[config.mk]
export PLATFORM = sky130hd
export DESIGN_NAME = scp_socket_ctrl
export DESIGN_NICKNAME = d
export VERILOG_FILES = /design/src/scp_pkg.sv /design/src/scp_sync.sv /design/src/scp_clkrun.sv /design/src/scp_socket_ctrl.sv
export SDC_FILE = /design/constraint.sdc
export NUM_CORES = 1
export LEC_CHECK = 0
export BUFFER_PORTS_ARGS = -buffer_cell sky130_fd_sc_hd__buf_2
export CAP_MARGIN = 20
export CELL_PAD_IN_SITES_DETAIL_PLACEMENT = 2
export CELL_PAD_IN_SITES_GLOBAL_PLACEMENT = 2
export CORE_UTILIZATION = 28
export DETAILED_ROUTE_END_ITERATION = 10
export GPL_ROUTABILITY_DRIVEN = 0
export PLACE_DENSITY = 0.92
export SETUP_SLACK_MARGIN = 0.4
export SLEW_MARGIN = 20
export SYNTH_ARGS = -nofsm -noshare
export SYNTH_HDL_FRONTEND = slang
export SYNTH_SLANG_ARGS = --single-unit
[constraint.sdc]
create_clock -name pclk -period 3.7 [get_ports pclk]
set_input_delay 0.74 -clock pclk [delete_from_list [all_inputs] [get_ports pclk]]
set_output_delay 0.74 -clock pclk [all_outputs]
set_load 0.01 [all_outputs]
[src/scp_pkg.sv]
// What this block does
// - Activity flag reads 1 when either socket's video enable is set, else 0.
// - Standard video model flag is a constant 1; writes to it do nothing.
// - Read/write video enable turns this socket's video on or off; resets to 0.
// - Policy 0: clock stop permitted after 8 idle clocks and host clock-run preparing.
// - Policy 1: clock stop permitted after 8 idle clocks, host clock-run ignored.
// - Supply request bits 6:4: 000 off, 010 5V, 011 3.3V, 100 X.X, 101 Y.Y.
// - Program request bits 2:0: 000 off, 001 12V, 010 5V, 011 3.3V, 100, 101.
// - Bits 31:12, bit 8 and bit 3 read zero and ignore writes.
// - Voltage fields: global reset clears; bus reset clears only without power events.
// - Socket power other than 12V programming is applied only at a voltage the inserted card accepts.
package scp_pkg;

  localparam logic [7:0] SCP_CTRL_OFS  = 8'h10;
  localparam logic [7:0] SCP_STAT_OFS  = 8'h14;

  localparam int         SCP_ACT_BIT   = 11;
  localparam int         SCP_STD_BIT   = 10;
  localparam int         SCP_VEN_BIT   = 9;
  localparam int         SCP_STOP_BIT  = 7;
  localparam int         SCP_VCC_LSB   = 4;
  localparam int         SCP_VPP_LSB   = 0;
  localparam int         SCP_VW        = 3;

  localparam int         SCP_ST_PERMIT = 0;
  localparam int         SCP_ST_VPP    = 4;
  localparam int         SCP_ST_VCC    = 8;

  localparam logic [2:0] SCP_V_OFF     = 3'h0;
  localparam logic [2:0] SCP_VPP_12    = 3'h1;
  localparam logic [2:0] SCP_V_5       = 3'h2;
  localparam logic [2:0] SCP_V_33      = 3'h3;
  localparam logic [2:0] SCP_V_XX      = 3'h4;
  localparam logic [2:0] SCP_V_YY      = 3'h5;

  localparam logic [3:0] SCP_IDLE_CLKS = 4'h8;

  typedef enum logic [1:0] {
    SCP_CAP_5V,
    SCP_CAP_3V,
    SCP_CAP_XV,
    SCP_CAP_YV
  } scp_cap_t;

endpackage

[src/scp_sync.sv]
`timescale 1ns/10ps
module scp_sync #(
  parameter int WIDTH = 2
) (
  input  wire logic             pclk,
  input  wire logic             presetn,
  input  wire logic             ce,
  input  wire logic [WIDTH-1:0] d,
  output logic      [WIDTH-1:0] q
);

  typedef struct packed {
    logic [WIDTH-1:0] s1;
    logic [WIDTH-1:0] s2;
  } scp_sync_t;

  scp_sync_t st_r;
  scp_sync_t st_nxt;

  // Pins idle high, so both stages reset to ones to avoid a false reset pulse.
  always_comb begin
    st_nxt = st_r;
    if (ce) begin
      st_nxt.s1 = d;
      st_nxt.s2 = st_r.s1;
    end
  end

  always_ff @(posedge pclk or negedge presetn) begin
    if (!presetn) begin
      st_r <= '{s1: '1, s2: '1};
    end else begin
      st_r <= st_nxt;
    end
  end

  assign q = st_r.s2;

endmodule

[src/scp_clkrun.sv]
`timescale 1ns/10ps
module scp_clkrun #(
  parameter logic [3:0] IDLE_CLKS = scp_pkg::SCP_IDLE_CLKS
) (
  input  wire logic pclk,
  input  wire logic presetn,
  input  wire logic ce,
  input  wire logic socket_idle,
  input  wire logic host_clkrun_preparing,
  input  wire logic clock_stop_policy,
  output logic      stop_permit
);

  typedef struct packed {
    logic [3:0] idle_cnt;
    logic       permit;
  } scp_clkrun_t;

  scp_clkrun_t st_r;
  scp_clkrun_t st_nxt;
  logic        idle_long;

  always_comb begin
    st_nxt    = st_r;
    idle_long = 1'b0;
    if (ce) begin
      if (!socket_idle) begin
        st_nxt.idle_cnt = 4'h0;
      end else if (st_r.idle_cnt < IDLE_CLKS) begin
        st_nxt.idle_cnt = st_r.idle_cnt + 4'h1;
      end
      idle_long     = socket_idle && (st_r.idle_cnt >= IDLE_CLKS);
      st_nxt.permit = idle_long && (clock_stop_policy || host_clkrun_preparing);
    end
  end

  always_ff @(posedge pclk or negedge presetn) begin
    if (!presetn) begin
      st_r <= '0;
    end else begin
      st_r <= st_nxt;
    end
  end

  assign stop_permit = st_r.permit;

endmodule

[src/scp_socket_ctrl.sv]
// Implementation choice: the APB interface to the registers.
`timescale 1ns/10ps
module scp_socket_ctrl (
  input  wire logic        pclk,
  input  wire logic        presetn,
  input  wire logic        ce,
  input  wire logic        psel,
  input  wire logic        penable,
  input  wire logic        pwrite,
  input  wire logic [7:0]  paddr,
  input  wire logic [31:0] pwdata,
  input  wire logic [3:0]  pstrb,
  output logic      [31:0] prdata,
  output logic             pready,
  output logic             pslverr,
  input  wire logic        global_reset_pin_n,
  input  wire logic        bus_reset_pin_n,
  input  wire logic        pme_enable,
  input  wire logic        card_present,
  input  wire logic [3:0]  card_voltage_ok,
  input  wire logic        other_video_port_enable,
  input  wire logic        socket_idle,
  input  wire logic        host_clkrun_preparing,
  output logic             video_port_enable,
  output logic             video_activity_any_socket,
  output logic             clock_stop_permit,
  output logic      [2:0]  vcc_apply,
  output logic      [2:0]  vpp_apply
);

  ////////////////////////////////////////////////////////////////////////////
  // State.

  typedef struct packed {
    logic        ven;
    logic        stop_policy;
    logic [2:0]  vcc_req;
    logic [2:0]  vpp_req;
    logic        activity;
    logic [2:0]  vcc_out;
    logic [2:0]  vpp_out;
    logic        permit;
    logic        ready;
    logic        slverr;
    logic [31:0] rdata;
  } scp_state_t;

  scp_state_t st_r;
  scp_state_t st_nxt;

  logic [1:0]  pins_sync;
  logic        global_reset_pin_act;
  logic        bus_reset_pin_act;
  logic        permit_w;
  logic [31:0] ctrl_word;
  logic [31:0] stat_word;
  logic        setup_ph;
  logic        access_ph;
  logic        hit_ctrl;
  logic        hit_stat;

  ////////////////////////////////////////////////////////////////////////////
  // Reset pins and clock-run policy.

  // The reset pins come from outside the clock domain and are synchronised
  // first; a pulse shorter than one clock may be missed.
  scp_sync #(
    .WIDTH (2)
  ) u_pin_sync (
    .pclk    (pclk),
    .presetn (presetn),
    .ce      (ce),
    .d       ({global_reset_pin_n, bus_reset_pin_n}),
    .q       (pins_sync)
  );

  assign global_reset_pin_act = !pins_sync[1];
  assign bus_reset_pin_act = !pins_sync[0];

  scp_clkrun #(
    .IDLE_CLKS (scp_pkg::SCP_IDLE_CLKS)
  ) u_clkrun (
    .pclk                  (pclk),
    .presetn               (presetn),
    .ce                    (ce),
    .socket_idle           (socket_idle),
    .host_clkrun_preparing (host_clkrun_preparing),
    .clock_stop_policy     (st_r.stop_policy),
    .stop_permit           (permit_w)
  );

  ////////////////////////////////////////////////////////////////////////////
  // Voltage decoding.

  // Returns the code actually driven to the power switch. Anything the card
  // cannot take, or any reserved code, becomes power off.
  function automatic logic [2:0] scp_apply(input logic [2:0] code,
                                           input logic       is_vpp,
                                           input logic       present,
                                           input logic [3:0] ok);
    logic [2:0] res;
    res = scp_pkg::SCP_V_OFF;
    if (present) begin
      case (code)
        scp_pkg::SCP_VPP_12: res = is_vpp ? code : scp_pkg::SCP_V_OFF;
        scp_pkg::SCP_V_5:    res = ok[scp_pkg::SCP_CAP_5V] ? code : scp_pkg::SCP_V_OFF;
        scp_pkg::SCP_V_33:   res = ok[scp_pkg::SCP_CAP_3V] ? code : scp_pkg::SCP_V_OFF;
        scp_pkg::SCP_V_XX:   res = ok[scp_pkg::SCP_CAP_XV] ? code : scp_pkg::SCP_V_OFF;
        scp_pkg::SCP_V_YY:   res = ok[scp_pkg::SCP_CAP_YV] ? code : scp_pkg::SCP_V_OFF;
        default:             res = scp_pkg::SCP_V_OFF;
      endcase
    end
    return res;
  endfunction

  ////////////////////////////////////////////////////////////////////////////
  // Read views.

  always_comb begin
    ctrl_word = 32'h0000_0000;
    ctrl_word[scp_pkg::SCP_ACT_BIT]  = st_r.activity;
    ctrl_word[scp_pkg::SCP_STD_BIT]  = 1'b1;
    ctrl_word[scp_pkg::SCP_VEN_BIT]  = st_r.ven;
    ctrl_word[scp_pkg::SCP_STOP_BIT] = st_r.stop_policy;
    ctrl_word[scp_pkg::SCP_VCC_LSB +: scp_pkg::SCP_VW] = st_r.vcc_req;
    ctrl_word[scp_pkg::SCP_VPP_LSB +: scp_pkg::SCP_VW] = st_r.vpp_req;
  end

  always_comb begin
    stat_word = 32'h0000_0000;
    stat_word[scp_pkg::SCP_ST_PERMIT] = st_r.permit;
    stat_word[scp_pkg::SCP_ST_VPP +: scp_pkg::SCP_VW] = st_r.vpp_out;
    stat_word[scp_pkg::SCP_ST_VCC +: scp_pkg::SCP_VW] = st_r.vcc_out;
  end

  assign setup_ph  = psel && !penable;
  assign access_ph = psel && penable && st_r.ready;
  assign hit_ctrl  = (paddr == scp_pkg::SCP_CTRL_OFS);
  assign hit_stat  = (paddr == scp_pkg::SCP_STAT_OFS);

  ////////////////////////////////////////////////////////////////////////////
  // Next state.

  always_comb begin
    st_nxt = st_r;
    if (ce) begin
      // The answer is prepared in the setup cycle so that pready, prdata and
      // pslverr all leave flip-flops and the access phase has no wait state.
      st_nxt.ready  = 1'b0;
      st_nxt.slverr = 1'b0;
      if (setup_ph) begin
        st_nxt.ready  = 1'b1;
        st_nxt.slverr = !(hit_ctrl || hit_stat) || (pwrite && hit_stat);
        st_nxt.rdata  = 32'h0000_0000;
        if (!pwrite && hit_ctrl) begin
          st_nxt.rdata = ctrl_word;
        end else if (!pwrite && hit_stat) begin
          st_nxt.rdata = stat_word;
        end
      end

      // Only the writable bits are taken; the rest of the word is dropped.
      if (access_ph && pwrite && hit_ctrl) begin
        if (pstrb[0]) begin
          st_nxt.stop_policy = pwdata[scp_pkg::SCP_STOP_BIT];
          st_nxt.vcc_req     = pwdata[scp_pkg::SCP_VCC_LSB +: scp_pkg::SCP_VW];
          st_nxt.vpp_req     = pwdata[scp_pkg::SCP_VPP_LSB +: scp_pkg::SCP_VW];
        end
        if (pstrb[1]) begin
          st_nxt.ven = pwdata[scp_pkg::SCP_VEN_BIT];
        end
      end

      // A reset pin wins over a write landing in the same cycle.
      if (global_reset_pin_act || bus_reset_pin_act) begin
        st_nxt.ven         = 1'b0;
        st_nxt.stop_policy = 1'b0;
      end
      // With power events enabled the card must keep power across a bus
      // reset, so only the global reset drops the requests.
      if (global_reset_pin_act || (bus_reset_pin_act && !pme_enable)) begin
        st_nxt.vcc_req = scp_pkg::SCP_V_OFF;
        st_nxt.vpp_req = scp_pkg::SCP_V_OFF;
      end

      st_nxt.activity = st_r.ven || other_video_port_enable;
      st_nxt.permit   = permit_w;
      st_nxt.vcc_out  = scp_apply(st_r.vcc_req, 1'b0, card_present, card_voltage_ok);
      st_nxt.vpp_out  = scp_apply(st_r.vpp_req, 1'b1, card_present, card_voltage_ok);
      // Programming voltage without supply voltage makes no sense for a card.
      if (st_nxt.vcc_out == scp_pkg::SCP_V_OFF) begin
        st_nxt.vpp_out = scp_pkg::SCP_V_OFF;
      end
    end
  end

  ////////////////////////////////////////////////////////////////////////////
  // Registers.

  always_ff @(posedge pclk or negedge presetn) begin
    if (!presetn) begin
      st_r <= '0;
    end else begin
      st_r <= st_nxt;
    end
  end

  assign prdata                    = st_r.rdata;
  assign pready                    = st_r.ready;
  assign pslverr                   = st_r.slverr;
  assign video_port_enable         = st_r.ven;
  assign video_activity_any_socket = st_r.activity;
  assign clock_stop_permit         = st_r.permit;
  assign vcc_apply                 = st_r.vcc_out;
  assign vpp_apply                 = st_r.vpp_out;

endmodule

==> results of run 1 <==
## sequential cells by signal, summed over array words and instances (netlist names)
name                       cells
clock_stop_permit              1
ctrl_word                      7
prdata                        11
pready                         1
pslverr                        1
u_clkrun.st_r                  4
u_clkrun.stop_permit           1
u_pin_sync.q                   2
u_pin_sync.st_r                2
vcc_apply                      3
video_activity_any_socket      1
video_port_enable              1
vpp_apply                      3
## how the worst max path moves through the flow
| stage | startpoint | to | cells past startpoint |
|---|---|---|---|
| 3_3_place_gp | ce | prdata[2] | 5 |
| 5_1_grt | ce | prdata[2] | 5 |
| 3_5_place_dp | ce | prdata[11] | 5 |
| 4_1_cts | ce | prdata[11] | 5 |
| 2_1_floorplan | paddr[6] | ctrl_word[0] | 4 |
| 6_report | ce | prdata[11] | 5 |
## final cells by class
type                    count  area (µm²)
flip-flops and latches     38       955.9
clock inverters             1       30.03
multi-input cells         124       864.6
well taps                  96       120.1
fillers                   753        4412
repair buffers             57       287.8
inverters                  10       37.54
clock buffers               7       86.33
## through the flow
step	hold slack, ns	worst slack [ns]
2_1_floorplan	0.4444	1.945
3_3_place_gp	0.4549	1.515
3_5_place_dp	0.4764	1.405
4_1_cts	0.4943	1.679
5_1_grt	0.5221	1.546
6_report	0.4795	1.696
## metal layers
| layer | GRT usage | up-vias | routed length [µm] |
|---|---|---|---|
| li1 | - | 713 | - |
| met1 | 0.1702 | 786 | 2089 |
| met2 | 0.2835 | 53 | 2778 |
| met3 | 0.05005 | 5 | 329 |
| met4 | 0.04091 | 0 | 57 |
| met5 | 0 | - | 0 |
## cells in the final DEF, fill, tap and decap left out, types with 2 or more instances in the layout
master	n
buf_2	56
dfrtp_1	34
conb_1	21
o21ai_0	15
nand2_1	13
mux2_2	10
inv_1	9
mux2i_1	8
a22o_1	6
a22o_2	6
clkbuf_8	6
a21oi_1	5
nand3b_1	4
o2bb2ai_1	4
nand4_1	4
dfstp_2	4
and3_1	3
nor3_1	3
nor2b_1	2
and4_1	2
nor2_1	2
ha_1	2
## power by group through the flow
stage / clock [W] / combinational, W / sequential (W)
after floorplan: 0 / 0.0000693 / 0.000455
after detailed placement: 0 / 0.0000978 / 0.000458
after CTS: 0.000376 / 0.000100 / 0.000450
final: 0.000364 / 0.0000984 / 0.000450
after global placement: 0 / 0.0000929 / 0.000456
after global routing: 0.000390 / 0.000110 / 0.000453
## cells by family (layout without fill, tap and decap cells)
logic type | count (synthesis) | count (layout) | share of synthesized area
flops | 38 | 38 | 0.4854
fa+ha+maj | 2 | 2 | 0.01270
compound gates | 42 | 42 | 0.1512
simple gates | 41 | 41 | 0.1372
mux | 18 | 18 | 0.09784
other cells | 1 | 21 | 0.001904
buf+inv | 36 | 75 | 0.1137
## critical path: stages
cell and delay (ns):
buf_2 0.40, nand3b_1 0.20, nand4bb_1 0.43, nor2_2 0.29, a22o_1 0.17
==> flow_summary.rst, run 1 <==
.. list-table::
   :header-rows: 1

   * - Metric
     - Value
   * - Initial antenna violation count
     - 0
   * - Highest fanout seen on the critical path
     - 26
   * - Per-cell routed wire length
     - between 15 and 20 µm
   * - Syn-to-layout area delta
     - 20.97%
   * - Register-to-register path setup slack
     - approximately 2.1 ns
   * - Required time of the critical path
     - about 3.9 ns
   * - Worst hold-check path type
     - reg2reg
   * - Final core utilization
     - 0.3506
   * - Clock transition at the registers of the reported paths
     - approximately 0.07 ns
   * - Share of the clock period used by the worst path after layout
     - 0.5416
   * - Post-detailed-route count of antenna-violating nets
     - 0
   * - Maximum number of pins on one net before global-route repair
     - 39
   * - Pwr dens
     - around 380 nW/µm²
   * - Switching component of the power
     - approximately 0.00022 W
   * - Type of the worst setup path
     - in2reg
   * - Cell internal pwr
     - between 0.0006 and 0.0007 W
   * - Floorplan core area
     - between 6000 and 7000 µm²
   * - Relative contribution of sequential cells to total power
     - 0.493
   * - WL final
     - roughly 5300 µm
   * - Ratio of routed vias to standard cells
     - 4.676
   * - Number of violations reported at the end of detailed-routing iteration 0
     - 34
   * - Post-layout minimum cycle time
     - roughly 2.0 ns
   * - H-Tree Level Count
     - 2
   * - Via count of the first global-routing pass
     - about 1.7k
   * - Endpoint of the worst-slack reg-to-reg timing path
     - ctrl_word[6]
   * - Number of top-level pins
     - between 100 and 150
   * - Cell Count Post-Placement
     - roughly 330
   * - Startpoint of the worst hold path
     - prdata[6]
   * - Mean Syn Cell Area
     - 11.06 µm²
   * - Fraction of registers with async set/reset
     - 1.000
   * - Clock latency of the later-clocked register in the worst-skew pair
     - between 0.2 and 0.3 ns
   * - Dominant synthesized flop cell
     - dfrtp_1
   * - Final sum of negative setup slack
     - 0 ns
   * - Total cell area at the placement stage
     - 2266 µm²
   * - RSZ-0062 raised after global routing
     - false
   * - Number of maximum-capacitance violations
     - 0
   * - Number of enable flip-flop cells after synthesis
     - 0
   * - Headroom to the max-slew limit
     - 0.4296
   * - Layout cell share with drive strength beyond 1
     - 0.3840
   * - Final setup violation count
     - 0
   * - Type of origin of the critical path
     - input pin
   * - Synth area leaders
     - dfrtp_1, buf_4, mux2_2
   * - Leading cell types by count after synthesis
     - dfrtp_1, buf_4, o21ai_0
   * - Final max-slew violation count
     - 0
   * - Number of sinks on the clock net
     - 38
   * - Hold path cells
     - 2
   * - Half-perimeter wire length after placement
     - approximately 4000 µm
   * - Cts repair resizes
     - 0
   * - Nets
     - approximately 300
   * - Fraction of power consumed by combinational cells
     - 0.108
   * - Final Hold Vio Count
     - 0
   * - Library cells used by synthesis
     - 39
   * - Number of cells produced by synthesis
     - around 180
   * - Setup Fix Bufs, Post-CTS
     - 0
   * - Sw Share
     - 0.2424
   * - Share of the yosys chip area belonging to registers
     - 0.4854
   * - Skew final
     - approximately 0.0056 ns
   * - Number of cells traversed by the worst register-to-register path
     - 3
   * - Category of the worst setup path capture point
     - register
   * - Count of inserted antenna diode cells
     - 0
   * - TritonCTS clock tree
     - done
   * - Vertical extent of the die
     - roughly 86 µm
   * - Detailed-route DRC error count
     - 0
   * - Most area-hungry cell type in the Yosys netlist
     - dfrtp_1
   * - Via Count
     - ~1.6k
   * - Reg-to-reg startpoint
     - u_pin_sync.q[1]
   * - Area share of the largest cell type after synthesis
     - 0.4320
   * - Maximum clock frequency
     - roughly 500 MHz
   * - Worst supply voltage drop on vdd
     - between 0.0001 and 0.00015 V
   * - Post-layout power
     - 0.0009126 W
   * - Maximum buffer depth of the clock tree
     - 2
   * - Number of buffers added on ports
     - between 50 and 60
   * - Number of buffers created by CTS
     - 5
   * - Data arrival time of the critical path
     - between 2 and 2.5 ns
   * - Finished layout cell area
     - 2382 µm²
   * - Total die area
     - 7373 µm²
   * - Overall fraction of global-route tracks in use
     - 0.1543
   * - Clock network power share
     - 0.399
   * - Row count
     - 30
   * - Pleak
     - approximately 1.2 nW
   * - Status
     - finished clean
   * - Most instantiated library cell after synthesis
     - dfrtp_1
   * - Library cell used as clock root buffer
     - clkbuf_8
   * - Non-filler instance count after layout
     - about 330
   * - Count of hold buffers inserted by post-cts repair
     - 0
   * - Die W
     - 85.87 µm
   * - Count of warnings emitted by yosys
     - 0
   * - First-pass GRT wire length
     - around 8700 µm
   * - Number of iterations in the first detailed-routing pass
     - 4
   * - Netlist area before placement
     - ~2000 µm²
   * - Initial Utilization
     - 0.2899
   * - Endpoint, Worst Hold
     - prdata[6]
   * - Sum of overflow across all layers after global routing
     - 0
   * - Transition time of the tightest slew-check pin
     - around 0.86 ns
   * - Synth Register Bits
     - 38
(Power assumes the default switching activity.)
==> run 2, diff against run 1 <==
- CORE_UTILIZATION: 28 -> 23
- PLACE_DENSITY: 0.92 -> 0.81
- clock period: 3.7 -> 1.7 ns (I/O delays scaled with it)
==> run 2 against run 1 <==
  * Power up 110%
  * Worst hold slack worse by 0.20 ns
  * Die area up 21%
  * Critical path type is now reg2out
==> flow_summary.rst, run 2 (synthesis gave the netlist of run 1 again) <==
.. list-table::
   :header-rows: 1

   * - Metric
     - Value
   * - Layout cell share with drive strength beyond 1
     - 0.4524 (+0.06841)
   * - Post-detailed-route count of antenna-violating nets
     - 0 (unchanged)
   * - Required time of the critical path
     - 1.36 ns (-2.57 ns)
   * - Maximum number of pins on one net before global-route repair
     - 24 (-38%)
   * - Nets
     - 314 (+5.0%)
   * - Detailed-route DRC error count
     - 0 (unchanged)
   * - Data arrival time of the critical path
     - 0.99 ns (-1.24 ns)
   * - Status
     - finished clean
   * - Row count
     - 33 (+10%)
   * - Final Worst Setup Slack
     - 0.3720 ns (-1.324 ns)
   * - Number of buffers added on ports
     - 56 (unchanged)
   * - Number of violations reported at the end of detailed-routing iteration 0
     - 24 (-29%)
   * - Category of the worst setup path capture point
     - output port
   * - Number of top-level pins
     - 104 (unchanged)
   * - Worst Setup Slack post-DPL
     - 0.0005406 ns (-1.405 ns)
   * - Maximum buffer depth of the clock tree
     - 2 (unchanged)
   * - Sum of overflow across all layers after global routing
     - 0 (unchanged)
   * - Total die area
     - 8937 µm² (+21%)
   * - Initial antenna violation count
     - 1 (+1)
   * - Post-layout minimum cycle time
     - between 1 and 1.5 ns
   * - Initial Utilization
     - 0.2385 (-0.05139)
   * - Final setup violation count
     - 0 (unchanged)
   * - WL final
     - 5752 µm (+9.5%)
   * - Highest fanout seen on the critical path
     - 3 (-88%)
   * - Number of sinks on the clock net
     - 38 (unchanged)
   * - Ratio of routed vias to standard cells
     - 4.529 (-3.1%)
   * - Clock transition at the registers of the reported paths
     - 0.08 ns (about the same)
   * - Via Count
     - 1,617 (+3.9%)
   * - Commonest non-fill, non-tap cells in the layout
     - buf_2, dfrtp_1, conb_1
   * - Number of buffers created by CTS
     - 5 (unchanged)
   * - Number of maximum-capacitance violations
     - 0 (unchanged)
   * - Final max-slew violation count
     - 0 (unchanged)
   * - Type of the worst setup path
     - reg2out
   * - Share of the clock period used by the worst path after layout
     - 0.7812
   * - Via count of the first global-routing pass
     - 1,749 (+1.9%)
   * - Clock latency of the later-clocked register in the worst-skew pair
     - 0.29 ns (about the same)
   * - Maximum clock frequency
     - 753.0 MHz
   * - Per-cell routed wire length
     - 16.11 µm (+2.1%)
   * - Vertical extent of the die
     - 94.54 µm (+10%)
   * - Floorplan core area
     - 8258 µm² (+22%)
   * - Die W
     - 94.54 µm (+10%)
   * - Skew final
     - 0.01184 ns (+0.006271 ns)
   * - Sequential cell area
     - 958.4 µm² (+0.26%)
   * - Pwr dens
     - 738.2 nW/µm² (+93%)
   * - Half-perimeter wire length after placement
     - 4414 µm (+9.7%)
   * - Worst supply voltage drop on vdd
     - 0.0002952 V (+110%)
   * - Area of combinational cells with multiple inputs
     - 932.1 µm² (+7.8%)
   * - Type of origin of the critical path
     - register
   * - Worst hold-check path type
     - in2reg
   * - Overall fraction of global-route tracks in use
     - 0.1360 (-0.01836)
   * - RSZ-0062 raised after global routing
     - true
   * - Number of iterations in the first detailed-routing pass
     - 4 (unchanged)
   * - Leading cell type in the layout, fill and taps excluded
     - buf_2
   * - H-Tree Level Count
     - 2 (unchanged)
   * - Library cell used as clock root buffer
     - clkbuf_8
   * - Number of filler instances in the final layout
     - 930 (+24%)
   * - Final Hold Vio Count
     - 0 (unchanged)
   * - Count of inserted antenna diode cells
     - 0 (unchanged)
   * - First-pass GRT wire length
     - 9128 µm (+4.9%)
   * - Flip-flop count of the largest register after layout
     - 11 (unchanged)
   * - Pleak
     - 1.262 nW (+6.1%)
   * - Syn-to-layout area delta
     - 30.50%
   * - TritonCTS clock tree
     - done
   * - Final sum of negative setup slack
     - 0 ns (unchanged)
run 2: final cells by class:
class / instances / share of cell area
multi-input combinational: 124 / 0.3627
inverter: 10 / 0.01461
timing repair buffer: 72 / 0.1631
tap: 105 / 0.05112
sequential: 38 / 0.3729
clock buffer: 7 / 0.03359
clock inverter: 1 / 0.001947
run 2: per-stage QoR:
stage | utilization | instances | hold slack, ns | area [µm²] | total power, W
after detailed placement | 0.2827 | 340 | 0.3024 | 2335 | 0.001230
after global placement | 0.2827 | 340 | 0.2904 | 2335 | 0.001215
after floorplan | - | 198 | 0.04441 | 2044 | 0.001141
final | 0.3112 | 357 | 0.2838 | 2570 | 0.001897
after CTS | 0.3089 | 355 | 0.2793 | 2551 | 0.001921
after global routing | 0.3112 | 357 | 0.2770 | 2570 | 0.001984
run 2: worst paths after layout:
check	from	depth (start not counted)	slack [ns]	end
hold / removal	pwdata[0]	2	0.28	ctrl_word[0]
max in group asynchronous	presetn	3	0.69	ctrl_word[4]
setup / recovery	pready	2	0.37	pready
setup reg to reg	ctrl_word[6]	5	0.37	vpp_apply[1]
hold reg to reg	prdata[5]	2	0.48	prdata[5]
min in group asynchronous	presetn	2	0.52	video_activity_any_socket
run 2: metal layers:
layer  vias to the layer above  track usage  wire (µm)
met4                         2      0.03662         93
met3                        10      0.03301        326
met5                         -            0         13
met1                       799       0.1511       2277
li1                        749            -          -
met2                        57       0.2560       3041
run 2: power by group:
| part | total (W) | internal [W] | switching [W] |
|---|---|---|---|
| clock | 0.000639 | 0.000327 | 0.000311 |
| combinational | 0.000281 | 0.000122 | 0.000159 |
| sequential | 0.000978 | 0.000947 | 0.0000311 |
run 2: worst max-delay path, stage by stage, from the launching register on:
cell and delay (ns):
dfrtp_1 0.42, buf_4 0.15, buf_2 0.13
run 2: repair_timing:
item / in CTS / in global routing
setup endpoints to repair: 9 / 10
hold endpoints to repair: 11 / 0
hold buffers: 1 / 0
buffers inserted: 6 / 2
resized for setup: 13 / 3
pin swaps: 12 / 5
==> run 3, diff against run 2 <==
- CORE_UTILIZATION: 23 -> 26
- PLACE_DENSITY: 0.81 -> 0.86
- clock period: 1.7 -> 1.3 ns (I/O delays scaled with it)
==> run 3 against run 2 <==
  * The flow now finishes with violations (hold timing, setup timing)
  * Non-clock buffer count increased by 37
  * Clock skew decreased by 0.0071 ns
  * Global-route usage increased by 6.4 points
  * Clock-buffer cell count decreased by 2
  * Via count increased by 12%
  * Clock power increased by 96%
  * Cell count increased by 8.7%
  * Power increased by 59%
  * Sequential power increased by 31%
  * Critical path depth increased by 2
==> flow_summary.rst, run 3 (synthesis gave the netlist of run 1 again) <==
.. list-table::
   :header-rows: 1

   * - Metric
     - Value
   * - Maximum buffer depth of the clock tree
     - 2 (unchanged)
   * - Highest fanout seen on the critical path
     - 6 (+3)
   * - Number of iterations in the first detailed-routing pass
     - 4 (unchanged)
   * - Switching component of the power
     - 0.0007977 W (+59%)
   * - Total cell area at the placement stage
     - 2425 µm² (+3.9%)
   * - Cell internal pwr
     - 0.002223 W (+59%)
   * - Number of buffers created by CTS
     - 5 (unchanged)
   * - Final max-slew violation count
     - 0 (unchanged)
   * - Sum of overflow across all layers after global routing
     - 0 (unchanged)
   * - Violated checks
     - hold timing, setup timing
   * - Die W
     - 89.03 µm (-5.8%)
   * - Layout cell share with drive strength beyond 1
     - 0.5882 (+0.1359)
   * - Half-perimeter wire length after placement
     - 4579 µm (+3.7%)
   * - Via count of the first global-routing pass
     - 1,999 (+14%)
   * - Final sum of negative setup slack
     - -0.5532 ns (-0.5532 ns)
   * - First-pass GRT wire length
     - 11,360 µm (+24%)
   * - TritonCTS clock tree
     - done
   * - Initial antenna violation count
     - 0 (-1)
   * - Post-layout power
     - 0.003020 W (+59%)
   * - Vertical extent of the die
     - 89.03 µm (-5.8%)
   * - Number of buffers added on ports
     - 56 (unchanged)
   * - Post-layout minimum cycle time
     - ~1.4 ns
   * - Count of inserted antenna diode cells
     - 0 (unchanged)
   * - Worst supply voltage drop on vdd
     - 0.0004113 V (+39%)
   * - Number of sinks on the clock net
     - 38 (unchanged)
   * - Type of origin of the critical path
     - register
   * - Final Hold Vio Count
     - 10 (+10)
   * - Number of maximum-capacitance violations
     - 0 (unchanged)
   * - Post-detailed-route count of antenna-violating nets
     - 0 (unchanged)
   * - Per-cell routed wire length
     - 20.79 µm (+29%)
   * - Flip-flop count of the largest register after layout
     - 11 (unchanged)
   * - Clock network power share
     - 0.414 (+0.077)
   * - Final worst hold slack
     - -0.1212 ns (-0.4050 ns)
   * - Data arrival time of the critical path
     - 1.57 ns (+0.58 ns)
   * - Worst hold-check path type
     - in2async
   * - Sw Share
     - 0.2641 (about the same)
   * - Pleak
     - 1.549 nW (+23%)
   * - Overall fraction of global-route tracks in use
     - 0.2003 (+0.06430)
   * - RSZ-0062 raised after global routing
     - true
   * - Status
     - finished, violations left
   * - Number of top-level pins
     - 104 (unchanged)
   * - Required time of the critical path
     - 1.49 ns (+0.13 ns)
   * - Finished layout cell area
     - 3067 µm² (+19%)
   * - Final Worst Setup Slack
     - -0.07685 ns (-0.4489 ns)
   * - Number of violations reported at the end of detailed-routing iteration 0
     - 73 (+200%)
   * - Library cell used as clock root buffer
     - clkbuf_8
   * - Final setup violation count
     - 11 (+11)
   * - Maximum number of pins on one net before global-route repair
     - 25 (+4.2%)
   * - Relative contribution of sequential cells to total power
     - 0.425 (-0.090)
   * - Total die area
     - 7926 µm² (-11%)
   * - Syn-to-layout area delta
     - 55.72%
   * - Fraction of power consumed by combinational cells
     - 0.161 (+0.013)
   * - Initial Utilization
     - 0.2701 (+0.03159)
   * - Ratio of routed vias to standard cells
     - 4.657 (+2.8%)
   * - Share of the clock period used by the worst path after layout
     - 1.059
   * - Row count
     - 31 (-6.1%)
   * - Category of the worst setup path capture point
     - register
   * - Type of the worst setup path
     - reg2reg
   * - Via Count
     - 1,807 (+12%)
   * - Commonest non-fill, non-tap cells in the layout
     - buf_2, buf_4, dfrtp_1
   * - Pwr dens
     - 984.9 nW/µm² (+33%)
   * - Detailed-route DRC error count
     - 0 (unchanged)
   * - H-Tree Level Count
     - 2 (unchanged)
   * - Cell Count Post-Placement
     - 343 (+0.88%)
   * - Non-filler instance count after layout
     - 388 (+8.7%)
   * - Clock latency of the later-clocked register in the worst-skew pair
     - 0.30 ns (about the same)
   * - WL final
     - 8066 µm (+40%)
   * - Nets
     - 351 (+12%)
   * - Maximum clock frequency
     - around 730 MHz
   * - Floorplan core area
     - 7292 µm² (-12%)
   * - Leading cell type in the layout, fill and taps excluded
     - buf_2
   * - Skew final
     - 0.004756 ns (-0.007085 ns)
   * - Clock transition at the registers of the reported paths
     - 0.08 ns (about the same)
[run 3: metrics by stage]
step,utilization,setup slack [ns]
2_1_floorplan,-,0.02622
3_3_place_gp,0.3325,-0.2202
3_5_place_dp,0.3325,-0.2647
4_1_cts,0.3878,-0.05578
5_1_grt,0.4206,-0.1238
6_report,0.4206,-0.07685
[run 3: worst paths after layout]
| check | startpoint | to | slack, ns | cells past startpoint |
|---|---|---|---|---|
| setup / recovery | pready | ctrl_word[1] | -0.08 | 4 |
| hold / removal | presetn | video_activity_any_socket | -0.12 | 1 |
| setup reg to reg | pready | ctrl_word[1] | -0.08 | 4 |
| hold reg to reg | prdata[8] | prdata[8] | 0.48 | 2 |
| max in group asynchronous | presetn | ctrl_word[4] | 0.93 | 2 |
| min in group pclk | pwdata[4] | ctrl_word[4] | 0.17 | 2 |
[run 3: power by group through the flow]
stage / registers [W] / logic (W) / clock network, W
global route: 0.00129 / 0.000524 / 0.00130
detailed placement: 0.00130 / 0.000346 / 0
floorplan: 0.00130 / 0.000222 / 0
global placement: 0.00129 / 0.000327 / 0
CTS: 0.00127 / 0.000406 / 0.00124
finish: 0.00128 / 0.000486 / 0.00125
[run 3: worst max-delay path, stage by stage, from the launching register on]
cell,delay [ns]
dfrtp_1,0.42
and4_1,0.27
nand2_2,0.11
a2bb2oi_4,0.20
a22o_4,0.27
[run 3: area by class of cell]
cell class	instances	area [µm²]
well taps	99	123.9
flip-flops and latches	38	959.7
inverters	10	40.04
clock buffers	5	68.82
fillers	811	4225
repair buffers	109	755.7
clock inverters	3	68.82
multi-input cells	124	1050
[run 3: metal layers]
layer	vias to the layer above	part of all wire	GRT usage
met5	-	0	0
met4	0	0.024	0.05772
met3	15	0.030	0.04340
met2	48	0.55	0.3839
met1	922	0.39	0.2215
li1	822	-	-
[run 3: timing repair]
item / CTS / global route
gates resized for setup: 29 / 27
endpoints found under the hold margin: 10 / 10
buffers inserted: 22 / 15
endpoints found under the setup margin: 51 / 55
pin swaps: 21 / 17
